## config.mk

```make
export PLATFORM = sky130hd
export DESIGN_NAME = dpr_top
export DESIGN_NICKNAME = d
export VERILOG_FILES = /design/src/logic/dpr_pkg.sv /design/src/logic/dpr_top.sv /design/src/logic/dpr_sync.sv
export VERILOG_INCLUDE_DIRS = /design/src /design/src/logic
export SDC_FILE = /design/constraint.sdc
export NUM_CORES = 1
export LEC_CHECK = 0
export BUFFER_PORTS_ARGS = -buffer_cell sky130_fd_sc_hd__buf_2
export CELL_PAD_IN_SITES_DETAIL_PLACEMENT = 0
export CELL_PAD_IN_SITES_GLOBAL_PLACEMENT = 1
export CORE_MARGIN = 2
export CORE_UTILIZATION = 40
export DETAILED_ROUTE_END_ITERATION = 10
export PLACE_DENSITY = 0.77
export SLEW_MARGIN = 0
export SYNTH_ARGS = -nofsm -noshare
export SYNTH_HDL_FRONTEND = slang
export SYNTH_SLANG_ARGS = --single-unit
export TNS_END_PERCENT = 50
```

## constraint.sdc

```tcl
create_clock -name clk -period 5.1 [get_ports clk]
set_clock_uncertainty 0.1 [all_clocks]
set_input_delay 0.51 -clock clk [delete_from_list [all_inputs] [get_ports clk]]
set_output_delay 0.51 -clock clk [all_outputs]
set_load 0.05 [all_outputs]
```

## src/logic/dpr_map.svh

```systemverilog
// Constants for the power-up recalibrate and select block
`ifndef DPR_MAP_SVH
`define DPR_MAP_SVH
`define DPR_CLK_HZ          200000000
`define DPR_SPIN_RPM        3600
`define DPR_REV_CYC         (`DPR_CLK_HZ / `DPR_SPIN_RPM * 60)
`define DPR_REVS_BEFORE_CAL 512
`define DPR_REV_W           10
`define DPR_STEP_PERIOD_NS  3000000
`define DPR_STEP_CYC        ((`DPR_STEP_PERIOD_NS * 64'd200) / 64'd1000)
`define DPR_STEP_W          20
`define DPR_TRACK_W         10
`endif

```

## src/logic/dpr_pkg.sv

```systemverilog
// Types for the power-up recalibrate and select block
package dpr_pkg;
   typedef enum logic [2:0] {
      DPR_SPINUP  = 3'h0,
      DPR_RECAL   = 3'h1,
      DPR_TRK0    = 3'h2,
      DPR_SKDONE  = 3'h3,
      DPR_READY   = 3'h4
   } dpr_state_e;
endpackage

```

## src/logic/dpr_top.sv

```systemverilog
// Drive power-up sequencing, recalibration, stepping and select gating
`timescale 1ns/1ps
`include "dpr_map.svh"
// How it works
// - Count 512 full disc revolutions after spin-up before recalibrating.
// - Recalibration advances only while host step input is inactive.
// - Status comes true in order: track zero, seek done, ready.
// - Read, write and seek requests are ignored until ready.
// - Step pulses, read and write requests are honoured only while own select line is asserted; direction passes through regardless.
// - Status outputs drive the shared cable only while selected.
// - One counted revolution per spindle turn at nominal 3600 rpm.
// - Each step pulse moves heads one track; low direction inward.
module dpr_top
   import dpr_pkg::*;
(
   input  wire logic clk,
   input  wire logic nrst,
   input  wire logic spindle_pulse,
   input  wire logic trk0_sensor,
   input  wire logic select_n,
   input  wire logic step_n,
   input  wire logic dir_in_n,
   input  wire logic wr_gate,
   input  wire logic rd_req,
   output logic      motor_step,
   output logic      motor_out,
   output logic      wr_enable,
   output logic      rd_enable,
   output logic      sel_active_n,
   output logic      trk0_o,
   output logic      trk0_oe_n,
   output logic      seek_done_o,
   output logic      seek_done_oe_n,
   output logic      ready_o,
   output logic      ready_oe_n
);
   //-----------------------------------------
   // Pin synchronisers
   //-----------------------------------------
   logic [6:0] pins_s;
   // Active-low select and step pins inverted first so reset reads them inactive
   dpr_sync #(.W(7)) u_sync
   (
      .clk  (clk),
      .nrst (nrst),
      .d    ({spindle_pulse, trk0_sensor, ~select_n, ~step_n, dir_in_n, wr_gate, rd_req}),
      .q    (pins_s)
   );
   logic spin_s, trk0_s, sel_s, step_s, dir_out_s, wg_s, rd_s;
   assign spin_s    = pins_s[6];
   assign trk0_s    = pins_s[5];
   assign sel_s     = pins_s[4];
   assign step_s    = pins_s[3];
   assign dir_out_s = pins_s[2];
   assign wg_s      = pins_s[1];
   assign rd_s      = pins_s[0];

   //-----------------------------------------
   // Revolution counting
   //-----------------------------------------
   dpr_state_e             state_q;
   logic                   spin_d1_q;
   logic                   rev_tick;
   logic [`DPR_REV_W-1:0]  rev_cnt_q;
   logic [`DPR_STEP_W-1:0] stp_cnt_q;
   logic                   step_d1_q;
   logic                   host_step;
   logic                   ready;

   always_ff @(posedge clk)
   begin
      if (!nrst)
         spin_d1_q <= 1'b0;
      else
         spin_d1_q <= spin_s;
   end
   assign rev_tick = spin_s & ~spin_d1_q;

   always_ff @(posedge clk)
   begin
      if (!nrst)
         rev_cnt_q <= '0;
      else if (state_q == DPR_SPINUP && rev_tick)
         rev_cnt_q <= rev_cnt_q + 1'b1;
   end

   //-----------------------------------------
   // Recalibration pacing
   //-----------------------------------------
   // Held step input freezes the pacing count
   always_ff @(posedge clk)
   begin
      if (!nrst)
         stp_cnt_q <= '0;
      else if (state_q != DPR_RECAL || stp_cnt_q == `DPR_STEP_W'(`DPR_STEP_CYC - 1))
         stp_cnt_q <= '0;
      else if (!step_s)
         stp_cnt_q <= stp_cnt_q + 1'b1;
   end

   //-----------------------------------------
   // Sequencer
   //-----------------------------------------
   always_ff @(posedge clk)
   begin
      if (!nrst)
         state_q <= DPR_SPINUP;
      else
      begin
         unique case (state_q)
            DPR_SPINUP:
               if (rev_tick && rev_cnt_q == `DPR_REV_W'(`DPR_REVS_BEFORE_CAL - 1))
                  state_q <= DPR_RECAL;
            DPR_RECAL:
               if (trk0_s && !step_s)
                  state_q <= DPR_TRK0;
            DPR_TRK0:
               state_q <= DPR_SKDONE;
            DPR_SKDONE:
               state_q <= DPR_READY;
            DPR_READY:
               state_q <= DPR_READY;
            default:
               state_q <= DPR_SPINUP;
         endcase
      end
   end
   assign ready = (state_q == DPR_READY);

   //-----------------------------------------
   // Head motion
   //-----------------------------------------
   always_ff @(posedge clk)
   begin
      if (!nrst)
         step_d1_q <= 1'b0;
      else
         step_d1_q <= step_s;
   end
   // Leading edge of one selected step pulse only
   assign host_step = step_s & ~step_d1_q & sel_s & ready;

   always_ff @(posedge clk)
   begin
      if (!nrst)
      begin
         motor_step <= 1'b0;
         motor_out  <= 1'b0;
      end
      else if (state_q == DPR_RECAL)
      begin
         motor_step <= !step_s && !trk0_s && stp_cnt_q == `DPR_STEP_W'(`DPR_STEP_CYC - 1);
         motor_out  <= 1'b1;
      end
      else
      begin
         motor_step <= host_step;
         motor_out  <= dir_out_s;
      end
   end

   //-----------------------------------------
   // Data path gating
   //-----------------------------------------
   always_ff @(posedge clk)
   begin
      if (!nrst)
      begin
         wr_enable <= 1'b0;
         rd_enable <= 1'b0;
      end
      else
      begin
         wr_enable <= wg_s & sel_s & ready;
         rd_enable <= rd_s & ~wg_s & sel_s & ready;
      end
   end

   //-----------------------------------------
   // Status outputs, open-drain style
   //-----------------------------------------
   always_ff @(posedge clk)
   begin
      if (!nrst)
      begin
         trk0_o      <= 1'b0;
         seek_done_o <= 1'b0;
         ready_o     <= 1'b0;
      end
      else
      begin
         trk0_o      <= state_q >= DPR_TRK0 ? trk0_s : 1'b0;
         seek_done_o <= state_q >= DPR_SKDONE;
         ready_o     <= ready;
      end
   end

   //-----------------------------------------
   // Cable drive enables, low while selected
   //-----------------------------------------
   // Deselected drive leaves the shared lines to other drives
   always_ff @(posedge clk)
   begin
      if (!nrst)
      begin
         trk0_oe_n      <= 1'b1;
         seek_done_oe_n <= 1'b1;
         ready_oe_n     <= 1'b1;
         sel_active_n   <= 1'b1;
      end
      else
      begin
         trk0_oe_n      <= ~sel_s;
         seek_done_oe_n <= ~sel_s;
         ready_oe_n     <= ~sel_s;
         sel_active_n   <= ~sel_s;
      end
   end
endmodule // dpr_top

```

## src/logic/dpr_sync.sv

```systemverilog
// Two-flop synchroniser for a group of pin inputs
`timescale 1ns/1ps
module dpr_sync #(parameter int W = 1)
(
   input  wire logic         clk,
   input  wire logic         nrst,
   input  wire logic [W-1:0] d,
   output logic      [W-1:0] q
);
   logic [W-1:0] meta_q;
   always_ff @(posedge clk)
   begin
      if (!nrst)
      begin
         meta_q <= '0;
         q      <= '0;
      end
      else
      begin
         meta_q <= d;
         q      <= meta_q;
      end
   end
endmodule // dpr_sync

```

==> flow_metrics.py <==
metrics = {
    "global_routing": {
        "antenna_found_initial": 0,
        "grt_use_met3_pct": 6.07,
        "grtUsageMet1_pct": 17.8,
        "grtUsageMet2_pct": 23.4,
        "grt_busiest_layer": "met2",
        "gr-total-overflow": 0,
        "grt_pass1_vias": 1644,
        "grt_usage_pct": 14.8,
        "grt_max_degree": 20,
        "grt_pass1_wl_mm": 7.33,
    },
    "timing": {
        "fmax_mhz": 454,
        "tns_ns": 0,
        "rsz0062_at_grt": "false",
        "finalHoldViolCount": 0,
        "setup_violations": 0,
        "tightestPinTransition_ns": 0.993,
        "drv_slew": 0,
        "period_share_pct": 43.1,
        "fin_crit_ns": 2.20,
        "timing.hold.ws_ns": 0.214,
        "relSlewSlack_pct": 33.8,
    },
    "pwr": {
        "comb_power_share_pct": 2.1,
        "sw_frac_of_total_pct": 23.0,
        "power_switching_mw": 0.206,
        "vdd_drop_max_uv": 230,
        "powerDensity_nw_per_um2": 335,
        "p_int_mw": 0.688,
        "p_seq_share_pct": 50.8,
        "p_leak_nw": 0.974,
        "pwr-share-clk_pct": 47.1,
    },
    "yosys": {
        "synthTopCellsByCount": "dfxtp_1, nor2_1, and2_1",
        "synth_top_area_cell": "dfxtp_1",
        "synth_nets": 256,
        "synthCells": 245,
        "synth_seq_cells": 57,
        "ys_warn_count": 0,
        "async_flop_share_pct": 0,
        "synth_edf_count": 0,
        "synth.cell_area_um2": 2350,
        "syn_area_per_cell_um2": 9.59,
        "synth.distinct_cells": 43,
        "synth_top_area_share_pct": 48.6,
        "yosysSeqAreaShare_pct": 48.6,
        "ys.flop_type": "dfxtp_1",
        "yosysMostFrequentCell": "dfxtp_1",
        "synth_area_leaders": "dfxtp_1, and2_1, nor2_1",
    },
    "finish": {
        "syn2layout_area_growth_pct": 13.6,
        "num-fill-cells": 552,
        "diodes": 0,
        "nets": 275,
        "finalNonFillerCells": 341,
        "drive_gt1_share_pct": 19.3,
    },
    "hold_path": {
        "min_from": "select_n",
        "hold_class": "input port to flip-flop",
    },
    "clock_tree": {
        "ctsHoldBuffers": 0,
        "ctsResizeCount": 0,
        "cts_root_buffer": "clkbuf_8",
        "cts_buffers": 9,
        "cts_tree": "done",
        "cts-htree-levels": 3,
        "clock_latency_ns": 0.33,
        "cts_setup_buffers": 0,
        "clock_path_buffers": 2,
        "clk_pin_slew_ns": 0.07,
        "clock-sinks": 57,
    },
    "die": {
        "die_x_um": 80.6,
        "die-area_um2": 6500,
        "top_level_ports": 20,
        "core_area_um2": 5570,
        "std_cell_rows": 27,
        "start_util_pct": 42.2,
        "die_h_um": 80.6,
    },
    "placed_design": {
        "dp_hpwl_mm": 2.70,
        "dp.cells": 325,
        "gp_congestion": 0.738,
        "numPortBuffers": 19,
    },
    "route": {
        "firstDrtPassIters": 4,
        "wl_per_cell_um": 11.8,
        "routed_wl_mm": 4.04,
        "vias_per_cell": 4.85,
        "antenna_left": 0,
        "vias": 1655,
        "drc": 0,
        "drt-initial-drc-count": 66,
    },
    "setup_path": {
        "critPathArrivalTime_ns": 2.28,
        "r2r_start": "stp_cnt_q[3]$_SDFFE_PP0N_",
        "cp.required_ns": 5.18,
        "crit_path_start_kind": "flip-flop",
        "r2r_slack_ns": 2.90,
        "criticalPathCategory": "flip-flop to flip-flop",
        "worstSetupStartpoint": "stp_cnt_q[3]$_SDFFE_PP0N_",
        "crit_fanout": 19,
        "cp-end-kind": "flip-flop",
    },
    "run": {
        "max-cap-violations": 0,
    },
    "outcome": {
        "status": "finished, final reports clean",
    },
}
## power by group through the flow
stage	Combinational (mW)	Sequential, mW	Clock (mW)
floorplan	0.0134	0.465	0
global placement	0.0189	0.464	0
detailed placement	0.0191	0.465	0
CTS	0.0193	0.454	0.436
global route	0.0213	0.455	0.455
finish	0.0188	0.454	0.421
## cell usage in the layout (no fill, tap or decap), types with 4 or more instances in the layout
| master | n |
|---|---|
| nand2b_1 | 4 |
| and2_1 | 19 |
| dfxtp_1 | 57 |
| clkbuf_8 | 9 |
| nand3_1 | 7 |
| xnor2_1 | 11 |
| o21ai_0 | 7 |
| buf_2 | 19 |
| nor2_1 | 26 |
| or3_1 | 10 |
| nand4_1 | 11 |
| nor4_1 | 4 |
| xor2_1 | 9 |
| nand2_1 | 12 |
| a21oi_1 | 12 |
| nor2_2 | 10 |
## per-layer routing
metal	wire [µm]	part of all wire (%)
met1	1960	49
met2	1870	46
met3	180	4.5
met4	29	0.72
met5	0	0
## logic make-up after synthesis
kind of cell               count (synthesis)  share of synthesized area [%]
buffers and inverters                     13                           3.25
DFF                                       57                           48.6
and+or+nand+nor                          127                           32.6
xor gates and xnor gates                  20                           7.45
muxes                                      2                          0.852
adders and majority gates                  2                           1.06
AOI/OAI and AO/OA                         24                           6.23
## final timing paths
| path | endpoint | cells after the start |
|---|---|---|
| hold reg to reg | ready_oe_n$_SDFF_PN1_ | 1 |
| setup reg to reg | stp_cnt_q[2]$_SDFFE_PP0N_ | 4 |
| hold / removal | u_sync.meta_q[4]$_SDFF_PN0_ | 2 |
| setup / recovery | stp_cnt_q[2]$_SDFFE_PP0N_ | 4 |
## flip-flops by register name, indices dropped and copies added (netlist names)
| name | cells |
|---|---|
| trk0_o | 1 |
| ready_oe_n | 1 |
| rev_cnt_q | 10 |
| motor_out | 1 |
| stp_cnt_q | 20 |
| ready_o | 1 |
| u_sync.meta_q | 7 |
| step_d1_q | 1 |
| u_sync.q | 7 |
| seek_done_o | 1 |
| state_q | 3 |
| rd_enable | 1 |
| spin_d1_q | 1 |
| wr_enable | 1 |
| motor_step | 1 |
## area by class of cell
type / instances / area [µm²] / area share (%)
clock inverters: 7 / 80.1 / 3.00
inverters: 2 / 7.51 / 0.281
repair buffers: 19 / 95.1 / 3.56
well taps: 72 / 90.1 / 3.37
flip-flops and latches: 57 / 1140 / 42.7
multi-input cells: 175 / 1130 / 42.4
clock buffers: 9 / 124 / 4.64
## worst max-delay path, stage by stage, from the launching register on
cell,delay [ns]
dfxtp_1,0.44
nand4_2,0.25
or2_4,0.31
o31ai_4,0.84
nor2_1,0.11
## metrics by stage
stage / setup slack, ns / util (%) / total power, mW / instance area (µm²)
floorplan: 3.39 / - / 0.478 / 2350
global placement: 2.96 / 44.2 / 0.483 / 2470
detailed placement: 2.88 / 44.2 / 0.484 / 2470
CTS: 2.87 / 47.9 / 0.909 / 2670
global route: 2.73 / 47.9 / 0.932 / 2670
finish: 2.90 / 47.9 / 0.894 / 2670
Power figures use the tool's default switching activity.
